==> src/rtl/bst_defines.svh <==
`ifndef BST_DEFINES_SVH
`define BST_DEFINES_SVH

`define BST_IR_W        4
`define BST_OP_EXTEST   4'h0
`define BST_OP_SAMPLE   4'h1
`define BST_OP_IDCODE   4'h2
`define BST_OP_HIGHZ    4'h3
`define BST_OP_BYPASS   4'hf
`define BST_IR_CAPTURE  4'h1
`define BST_ID_W        32
`define BST_CELL_BITS   3
`define BST_PIN_SYNC_RST 4'h8
`define BST_TCK_IDLE    1'b1
`define BST_TCK_PERIOD_NS 400
`define BST_CLK_PERIOD_NS 50

`endif

==> src/rtl/bst_pkg.sv <==
`include "bst_defines.svh"

package bst_pkg;

    typedef enum logic [15:0] {
        ST_RESET  = 16'h0001,
        ST_IDLE   = 16'h0002,
        ST_SEL_DR = 16'h0004,
        ST_CAP_DR = 16'h0008,
        ST_SH_DR  = 16'h0010,
        ST_EX1_DR = 16'h0020,
        ST_PA_DR  = 16'h0040,
        ST_EX2_DR = 16'h0080,
        ST_UP_DR  = 16'h0100,
        ST_SEL_IR = 16'h0200,
        ST_CAP_IR = 16'h0400,
        ST_SH_IR  = 16'h0800,
        ST_EX1_IR = 16'h1000,
        ST_PA_IR  = 16'h2000,
        ST_EX2_IR = 16'h4000,
        ST_UP_IR  = 16'h8000
    } bst_tap_e;

    typedef enum logic [4:0] {
        IN_EXTEST = 5'h01,
        IN_SAMPLE = 5'h02,
        IN_IDCODE = 5'h04,
        IN_HIGHZ  = 5'h08,
        IN_BYPASS = 5'h10
    } bst_instr_e;

    typedef struct packed {
        logic tck;
        logic tms;
        logic tdi;
        logic tdo;
    } bst_jpins_s;

endpackage

==> src/rtl/bst_fifo.sv <==
`timescale 1ns/1ps
`default_nettype none

module bst_fifo #(
    parameter int W     = 8,
    parameter int DEPTH = 4
) (
    input  wire logic         clk,
    input  wire logic         resetn,
    input  wire logic         in_valid,
    output logic              in_ready,
    input  wire logic [W-1:0] in_data,
    output logic              out_valid,
    input  wire logic         out_ready,
    output logic [W-1:0]      out_data
);
    localparam int AW = (DEPTH > 1) ? $clog2(DEPTH) : 1;

    logic [W-1:0] mem_q [DEPTH];
    logic [AW-1:0] wr_q, wr_d, rd_q, rd_d;
    logic [AW:0]   cnt_q, cnt_d;
    logic          push, pop;

    function automatic logic [AW-1:0] ptr_inc(input logic [AW-1:0] p);
        ptr_inc = (p == AW'(DEPTH - 1)) ? '0 : AW'(p + 1'b1);
    endfunction

    assign in_ready  = (cnt_q != (AW + 1)'(DEPTH));
    assign out_valid = (cnt_q != '0);
    assign out_data  = mem_q[rd_q];
    assign push      = in_valid & in_ready;
    assign pop       = out_valid & out_ready;

    always_comb begin
        wr_d  = push ? ptr_inc(wr_q) : wr_q;
        rd_d  = pop ? ptr_inc(rd_q) : rd_q;
        cnt_d = cnt_q;
        if (push && !pop) begin
            cnt_d = (AW + 1)'(cnt_q + 1'b1);
        end else if (pop && !push) begin
            cnt_d = (AW + 1)'(cnt_q - 1'b1);
        end
    end

    always_ff @(posedge clk) begin
        if (!resetn) begin
            wr_q  <= '0;
            rd_q  <= '0;
            cnt_q <= '0;
        end else begin
            wr_q  <= wr_d;
            rd_q  <= rd_d;
            cnt_q <= cnt_d;
        end
    end

    always_ff @(posedge clk) begin
        if (push) begin
            mem_q[wr_q] <= in_data;
        end
    end

endmodule

`default_nettype wire

==> src/rtl/bst_tap_port.sv <==
`timescale 1ns/1ps
`default_nettype none

`include "bst_defines.svh"

// Operation
// - Without a test-reset pin, power-up reset forces the controller to reset.
// - Decode SAMPLE/PRELOAD, EXTEST, BYPASS, IDCODE and HIGHZ; others act as BYPASS.
// - Every dedicated input and I/O pin owns its own scan cell.
// - Cells chain through capture stages from TDI to TDO.
// - With the test port disabled its four pins work as general-purpose I/O.
// - Each cell has three capture stages and two update stages.
// - Capture samples live signals, shift moves serially, update loads update stages.
// - Two cell kinds: pin cells and macrocell cells.
// - Capture, shift and update strobes come from the internal controller only.
// - Reprogramming runs over the four test pins with standard protocol, TTL levels.
module bst_tap_port
    import bst_pkg::*;
#(
    parameter int             NPIN       = 72,
    parameter int             NMC        = 64,
    parameter int             FIFO_DEPTH = 4,
    parameter logic [31:0]    IDCODE     = 32'h0000_0001 // Arbitrary identity value.
) (
    input  wire logic            clk,
    input  wire logic            resetn,
    input  wire logic            jtag_en,
    input  wire bst_jpins_s      jp_i,
    output bst_jpins_s           jp_o,
    output bst_jpins_s           jp_oe,
    input  wire bst_jpins_s      gp_o,
    input  wire bst_jpins_s      gp_oe,
    output bst_jpins_s           gp_i,
    input  wire logic [NPIN-1:0] pad_i,
    input  wire logic [NPIN-1:0] core_out,
    input  wire logic [NPIN-1:0] core_oe,
    output logic [NPIN-1:0]      pad_o,
    output logic [NPIN-1:0]      pad_oe,
    output logic [NPIN-1:0]      core_in,
    input  wire logic [NMC-1:0]  mc_q,
    input  wire logic [NMC-1:0]  mc_fb,
    input  wire logic [NMC-1:0]  mc_oe,
    output logic                 mc_ovr_en,
    output logic [NMC-1:0]       mc_ovr_val,
    output logic [NMC-1:0]       mc_ovr_oe,
    output logic                 snap_valid,
    input  wire logic            snap_ready,
    output logic [NPIN-1:0]      snap_data
);
    localparam int NCELL = NPIN + NMC;
    localparam int CB    = `BST_CELL_BITS;
    localparam int L     = CB * NCELL;
    localparam int IRW   = `BST_IR_W;
    localparam int IDW   = `BST_ID_W;

    function automatic bst_tap_e tap_next(input bst_tap_e s, input logic tms);
        unique case (s)
            ST_RESET:  tap_next = tms ? ST_RESET  : ST_IDLE;
            ST_IDLE:   tap_next = tms ? ST_SEL_DR : ST_IDLE;
            ST_SEL_DR: tap_next = tms ? ST_SEL_IR : ST_CAP_DR;
            ST_CAP_DR: tap_next = tms ? ST_EX1_DR : ST_SH_DR;
            ST_SH_DR:  tap_next = tms ? ST_EX1_DR : ST_SH_DR;
            ST_EX1_DR: tap_next = tms ? ST_UP_DR  : ST_PA_DR;
            ST_PA_DR:  tap_next = tms ? ST_EX2_DR : ST_PA_DR;
            ST_EX2_DR: tap_next = tms ? ST_UP_DR  : ST_SH_DR;
            ST_UP_DR:  tap_next = tms ? ST_SEL_DR : ST_IDLE;
            ST_SEL_IR: tap_next = tms ? ST_RESET  : ST_CAP_IR;
            ST_CAP_IR: tap_next = tms ? ST_EX1_IR : ST_SH_IR;
            ST_SH_IR:  tap_next = tms ? ST_EX1_IR : ST_SH_IR;
            ST_EX1_IR: tap_next = tms ? ST_UP_IR  : ST_PA_IR;
            ST_PA_IR:  tap_next = tms ? ST_EX2_IR : ST_PA_IR;
            ST_EX2_IR: tap_next = tms ? ST_UP_IR  : ST_SH_IR;
            ST_UP_IR:  tap_next = tms ? ST_SEL_DR : ST_IDLE;
            default:   tap_next = ST_RESET;
        endcase
    endfunction

    function automatic bst_instr_e decode(input logic [IRW-1:0] op);
        unique case (op)
            `BST_OP_EXTEST: decode = IN_EXTEST;
            `BST_OP_SAMPLE: decode = IN_SAMPLE;
            `BST_OP_IDCODE: decode = IN_IDCODE;
            `BST_OP_HIGHZ:  decode = IN_HIGHZ;
            default:        decode = IN_BYPASS;
        endcase
    endfunction

    bst_jpins_s      jp_s1_q, jp_s2_q;
    logic            tck_s3_q;
    logic [NPIN-1:0] pad_s1_q, pad_s2_q;
    logic            rise, fall, tdi, tms;

    bst_tap_e        state_q, state_d;
    bst_instr_e      ir_q, ir_d;
    logic [IRW-1:0]  ir_sh_q, ir_sh_d;
    logic [L-1:0]    chain_q, chain_d, cap_vec;
    logic [NCELL-1:0] upd_out_q, upd_out_d, upd_oe_q, upd_oe_d;
    logic            byp_q, byp_d;
    logic [IDW-1:0]  id_q, id_d;
    logic            tdo_q, tdo_d, tdo_oe_q, tdo_oe_d;
    logic [NPIN-1:0] pad_o_q, pad_o_d, pad_oe_q, pad_oe_d;
    logic [NPIN-1:0] snap_word;
    logic            bnd_sel, push, fifo_ready;

    assign rise    = jp_s2_q.tck & ~tck_s3_q;
    assign fall    = ~jp_s2_q.tck & tck_s3_q;
    assign tdi     = jp_s2_q.tdi;
    assign tms     = jp_s2_q.tms;
    assign bnd_sel = (ir_q == IN_EXTEST) || (ir_q == IN_SAMPLE);

    // Pin cells observe pad, core data and core enable; macrocell cells observe output,
    // feedback and enable.
    always_comb begin
        cap_vec = '0;
        for (int i = 0; i < NPIN; i++) begin
            cap_vec[CB*i +: CB] = {core_oe[i], core_out[i], pad_s2_q[i]};
        end
        for (int j = 0; j < NMC; j++) begin
            cap_vec[CB*(NPIN+j) +: CB] = {mc_oe[j], mc_fb[j], mc_q[j]};
        end
        snap_word = '0;
        for (int i = 0; i < NPIN; i++) begin
            snap_word[i] = chain_q[CB*i+1];
        end
    end

    assign push = fall && (state_q == ST_UP_DR) && bnd_sel;

    always_comb begin
        state_d   = state_q;
        ir_d      = ir_q;
        ir_sh_d   = ir_sh_q;
        chain_d   = chain_q;
        upd_out_d = upd_out_q;
        upd_oe_d  = upd_oe_q;
        byp_d     = byp_q;
        id_d      = id_q;
        tdo_d     = tdo_q;
        tdo_oe_d  = tdo_oe_q;
        if (!jtag_en) begin
            state_d  = ST_RESET;
            ir_d     = IN_IDCODE;
            tdo_oe_d = 1'b0;
        end else if (rise) begin
            state_d = tap_next(state_q, tms);
            if (state_q == ST_CAP_DR) begin
                if (bnd_sel) begin
                    chain_d = cap_vec;
                end
                byp_d = 1'b0;
                id_d  = IDCODE;
            end
            if (state_q == ST_SH_DR) begin
                if (bnd_sel) begin
                    chain_d = {tdi, chain_q[L-1:1]};
                end
                byp_d = tdi;
                id_d  = {tdi, id_q[IDW-1:1]};
            end
            if (state_q == ST_CAP_IR) begin
                ir_sh_d = `BST_IR_CAPTURE;
            end
            if (state_q == ST_SH_IR) begin
                ir_sh_d = {tdi, ir_sh_q[IRW-1:1]};
            end
        end else if (fall) begin
            tdo_oe_d = (state_q == ST_SH_DR) || (state_q == ST_SH_IR);
            if (state_q == ST_SH_IR) begin
                tdo_d = ir_sh_q[0];
            end else if (bnd_sel) begin
                tdo_d = chain_q[0];
            end else if (ir_q == IN_IDCODE) begin
                tdo_d = id_q[0];
            end else begin
                tdo_d = byp_q;
            end
            if (state_q == ST_RESET) begin
                ir_d = IN_IDCODE;
            end
            if (state_q == ST_UP_IR) begin
                ir_d = decode(ir_sh_q);
            end
            if (state_q == ST_UP_DR && bnd_sel) begin
                for (int c = 0; c < NCELL; c++) begin
                    upd_out_d[c] = chain_q[CB*c+1];
                    upd_oe_d[c]  = chain_q[CB*c+2];
                end
            end
        end
        for (int i = 0; i < NPIN; i++) begin
            pad_o_d[i]  = (ir_q == IN_EXTEST) ? upd_out_q[i] : core_out[i];
            pad_oe_d[i] = (ir_q == IN_EXTEST) ? upd_oe_q[i] : core_oe[i];
        end
        if (ir_q == IN_HIGHZ) begin
            pad_oe_d = '0;
        end
    end

    always_ff @(posedge clk) begin
        if (!resetn) begin
            // The clock stages start at the idle-high level so no false rise follows reset.
            jp_s1_q  <= bst_jpins_s'(`BST_PIN_SYNC_RST);
            jp_s2_q  <= bst_jpins_s'(`BST_PIN_SYNC_RST);
            tck_s3_q <= `BST_TCK_IDLE;
            pad_s1_q <= '0;
            pad_s2_q <= '0;
        end else begin
            jp_s1_q  <= jp_i;
            jp_s2_q  <= jp_s1_q;
            tck_s3_q <= jp_s2_q.tck;
            pad_s1_q <= pad_i;
            pad_s2_q <= pad_s1_q;
        end
    end

    always_ff @(posedge clk) begin
        if (!resetn) begin
            state_q   <= ST_RESET;
            ir_q      <= IN_IDCODE;
            ir_sh_q   <= '0;
            chain_q   <= '0;
            upd_out_q <= '0;
            upd_oe_q  <= '0;
            byp_q     <= 1'b0;
            id_q      <= '0;
            tdo_q     <= 1'b0;
            tdo_oe_q  <= 1'b0;
            pad_o_q   <= '0;
            pad_oe_q  <= '0;
        end else begin
            state_q   <= state_d;
            ir_q      <= ir_d;
            ir_sh_q   <= ir_sh_d;
            chain_q   <= chain_d;
            upd_out_q <= upd_out_d;
            upd_oe_q  <= upd_oe_d;
            byp_q     <= byp_d;
            id_q      <= id_d;
            tdo_q     <= tdo_d;
            tdo_oe_q  <= tdo_oe_d;
            pad_o_q   <= pad_o_d;
            pad_oe_q  <= pad_oe_d;
        end
    end

    // Updated pin words stream out for programming and observation; a full buffer drops them.
    bst_fifo #(
        .W     (NPIN),
        .DEPTH (FIFO_DEPTH)
    ) u_fifo (
        .clk       (clk),
        .resetn    (resetn),
        .in_valid  (push),
        .in_ready  (fifo_ready),
        .in_data   (snap_word),
        .out_valid (snap_valid),
        .out_ready (snap_ready),
        .out_data  (snap_data)
    );

    assign jp_o       = jtag_en ? bst_jpins_s'({3'b000, tdo_q}) : gp_o;
    assign jp_oe      = jtag_en ? bst_jpins_s'({3'b000, tdo_oe_q}) : gp_oe;
    assign gp_i       = jp_s2_q;
    assign pad_o      = pad_o_q;
    assign pad_oe     = pad_oe_q;
    assign core_in    = pad_s2_q;
    assign mc_ovr_en  = (ir_q == IN_EXTEST);
    assign mc_ovr_val = upd_out_q[NCELL-1:NPIN];
    assign mc_ovr_oe  = upd_oe_q[NCELL-1:NPIN];

endmodule

`default_nettype wire

==> config.mk <==
export PLATFORM = sky130hd
export DESIGN_NAME = bst_tap_port
export DESIGN_NICKNAME = d
export VERILOG_FILES = /design/src/rtl/bst_pkg.sv /design/src/rtl/bst_fifo.sv /design/src/rtl/bst_tap_port.sv
export VERILOG_INCLUDE_DIRS = /design/src /design/src/rtl
export SDC_FILE = /design/constraint.sdc
export NUM_CORES = 2
export LEC_CHECK = 0
export BUFFER_PORTS_ARGS = -buffer_cell sky130_fd_sc_hd__buf_4
export CAP_MARGIN = 20
export CORE_MARGIN = 2
export CORE_UTILIZATION = 45
export DETAILED_ROUTE_END_ITERATION = 12
export GPL_TIMING_DRIVEN = 1
export PLACE_DENSITY = 0.66
export SLEW_MARGIN = 20
export SYNTH_ARGS = -nofsm -noshare
export SYNTH_HDL_FRONTEND = slang
export SYNTH_SLANG_ARGS = --single-unit
==> constraint.sdc <==
create_clock -name clk -period 4.2 [get_ports clk]
set_input_delay 0.21 -clock clk [delete_from_list [all_inputs] [get_ports clk]]
set_output_delay 0.21 -clock clk [all_outputs]
set_load 0.02 [all_outputs]
==> reports/qor.csv <==
stage;metric;value;unit
die;Die H;336;um
worst_setup_path;crit path max fanout;10;
sta;Least-Margin Pin Slew;1.32;ns
pwr;Max IR drop VDD;0.308;mV
cts;H-tree Lvls;4;
sta;fin crit share;81.4;%
synthesis;Mean Syn Cell Area;10.2;sq um
grt;met3 global-route usage;6.12;%
grt;met2 Use GR;43.0;%
grt;GRT Util Overall;25.7;%
placed_design;Final GP Congestion;0.875;
cts;post-CTS resize count;0;
grt;number of global-route vias before repair;39200;
die;I/O pins;854;
placed_design;HPWL Detailed;94600;um
sta;Period minus WS final;3.42;ns
drt;DRT iter0 DRCs;3250;
final_layout;commonest non-fill, non-tap cells in the layout;1,043 x dfxtp_1, 885 x buf_4, 849 x nand2_1, 496 x a21oi_1, 414 x dlygate4sd3_1;
final_layout;Final Non-Filler Cells;7398;
cts;# clock sinks;1333;
final_layout;most common cell after layout, fill and taps aside;dfxtp_1;
synthesis;ys async rst share;0;%
placed_design;dpl ws;0.832;ns
job;Max-cap violations;0;
cts;clock latency on the worst-skew pair;0.75;ns
pwr;Pleak;24.3;nW
die;die width;336;um
sta;skew final;0.0264;ns
sta;RSZ-0062 raised after global routing;no;
sta;fmax;293;MHz
synthesis;distinct cell type count after synthesis;58;
worst_setup_path;arrival time of the worst setup path;4.07;ns
drt;final wirelength;152000;um
sta;Final Hold Violating Endpoints;0;
sta;setup_tns;0;ns
synthesis;Syn Nets;5314;
synthesis;Post-synth EDFFs;288;
drt;DRT antenna net count;0;
placed_design;dpl cells;6717;
final_layout;Filler cells;8975;
placed_design;Buffers on Ports;853;
worst_setup_path;RR Startpoint;state_q[4];
worst_hold_path;type of the tightest min-delay check;in2reg;
die;Starting Density;45.5;%
worst_hold_path;Worst Hold Endpoint;upd_oe_q[70];
synthesis;Top FF cell, synth;dfxtp_1;
die;Core ar.;0.109;sq mm
worst_setup_path;critical path class;reg2reg;
sta;Slew HR;12.2;%
grt;GRT overflow;0;
grt;initial antenna violation count;14;
cts;clock root buffer;clkbuf_16;
synthesis;Seq cells post-synth;1333;
die;DIE AREA;0.113;sq mm
sta;final setup fails;0;
grt;first-pass GRT wire length;230000;um
worst_setup_path;crit path capture type;register;
grt;largest net degree at the start of global routing;195;
cts;Longest Clk Path Bufs;3;
synthesis;Mapped Cells;4883;
worst_setup_path;kind of start point of the critical path;register;
sta;pins over their slew limit;0;
sta;Final WS setup;0.783;ns
cts;hold_buf cts;414;
cts;CTS tree;yes;
drt;DR pass1 iterations;5;
pwr;pwr/cell area;423;mW/mm^2
synthesis;Cell Area, Synth;0.0497;sq mm
grt;met1 Usage GRT;32.5;%
grt;GRT Max-Usage Layer;met2;
worst_setup_path;RR Endpoint;u_fifo.cnt_q[2];
status;status;finished, final reports clean;
synthesis;Seq/Total Area, Yosys;59.5;%
drt;via count;40400;
cts;Reg clk slew, reported paths;0.06;ns
final_layout;final net count;6231;
worst_hold_path;Hold Path Depth;2;
drt;Via density;5.46;
cts;setup repair bufs after CTS;0;
die;Placement Rows;121;
drt;residual DRC count;0;
final_layout;Area Overhead vs Synth;30.7;%
drt;drt wl/cell;20.5;um
worst_setup_path;flop2flop setup slack;0.78;ns
worst_setup_path;Crit path required time;4.85;ns
sta;worst hold slack;0.0224;ns
final_layout;layout cells sized above 1;21.0;%
final_layout;post-route core utilization;59.5;%
worst_hold_path;hold path startpoint;resetn;
cts;Num CTS Buffers;143;
synthesis;yosys warns;0;
worst_setup_path;FF-to-FF path depth;9;
## area by class of cell
type	count	area, sq um	share of cell area, %
inverter	7	31.3	0.0482
sequential	1333	29600	45.6
clock inverter	61	689	1.06
clock buffer	196	4160	6.42
antenna	10	25.0	0.0386
tap	1476	1850	2.85
multi-input combinational	2988	17200	26.6
timing repair buffer	1327	11300	17.5
## sequential cells by signal, indices dropped and copies added, names as in the netlist, 4 cells and up, named ones only
| name | flops |
|---|---|
| ir_sh_q | 4 |
| ir_q | 5 |
| state_q | 16 |
| u_fifo.mem_q | 288 |
| upd_out_q | 136 |
| upd_oe_q | 136 |
| jp_s1_q | 4 |
| pad_o | 72 |
| id_q | 31 |
| chain_q | 408 |
| core_in | 72 |
| pad_s1_q | 72 |
| pad_oe | 72 |
## where the power goes
part	internal, mW	switching [mW]	total, mW	leakage [nW]
clock network	7.64	5.22	12.9	2.40
logic	0.766	0.616	1.38	11.4
registers	13.2	0.0646	13.2	10.5
total	21.6	5.90	27.5	24.3
## per-layer routing
metal  wire length (um)  part of all wire [%]
met1              62200                    41
met2              73100                    48
met3              11600                   7.6
met4               4720                   3.1
met5                 62                 0.041
## critical path: stages, from the launching register on
cell and delay, ns:
dfxtp_1 0.40, or4_1 0.67, nor3_2 0.37, and4_1 0.48
ha_1 0.27, inv_1 0.07, fa_1 0.39, xor2_1 0.18
or3_1 0.31, a21boi_0 0.20
## Yosys cell counts, types with 55 or more instances
library cell | n | area [sq um]
mux4_2 | 72 | 1620
o22ai_1 | 407 | 2550
a21boi_1 | 81 | 608
buf_1 | 55 | 206
clkbuf_1 | 255 | 957
o21ai_1 | 202 | 1010
dfxtp_1 | 1045 | 20900
buf_4 | 130 | 976
a21oi_1 | 496 | 2480
buf_2 | 90 | 450
and2_1 | 158 | 988
a21boi_0 | 268 | 2010
edfxtp_1 | 288 | 8650
o21ai_0 | 218 | 1090
nand2_1 | 850 | 3190
## stage by stage
step	cell area, sq um	total power [mW]
after floorplan	49700	13.9
after global placement	55900	14.5
after detailed placement	55900	14.5
after CTS	64900	27.7
after global routing	64900	28.3
final	64900	27.5
## how the worst max path moves through the flow
stage	from	endpoint	slack, ns	cells past startpoint
finish	state_q[4]	u_fifo.cnt_q[2]	0.78	9
global route	state_q[4]	u_fifo.cnt_q[2]	0.52	9
CTS	state_q[4]	u_fifo.cnt_q[2]	0.81	9
detailed placement	state_q[4]	u_fifo.cnt_q[2]	0.83	9
global placement	state_q[4]	u_fifo.cnt_q[2]	0.90	9
floorplan	state_q[4]	u_fifo.mem_q[0][0]	0.36	7
## cells by family after synthesis
| logic type | synth area share [%] |
|---|---|
| AOI/OAI and AO/OA | 20.4 |
| xor gates and xnor gates | 0.176 |
| adders and majority gates | 0.191 |
| buffers and inverters | 5.85 |
| DFF | 59.5 |
| muxes | 3.39 |
| and+or+nand+nor | 10.4 |
(Power assumes the default switching activity.)
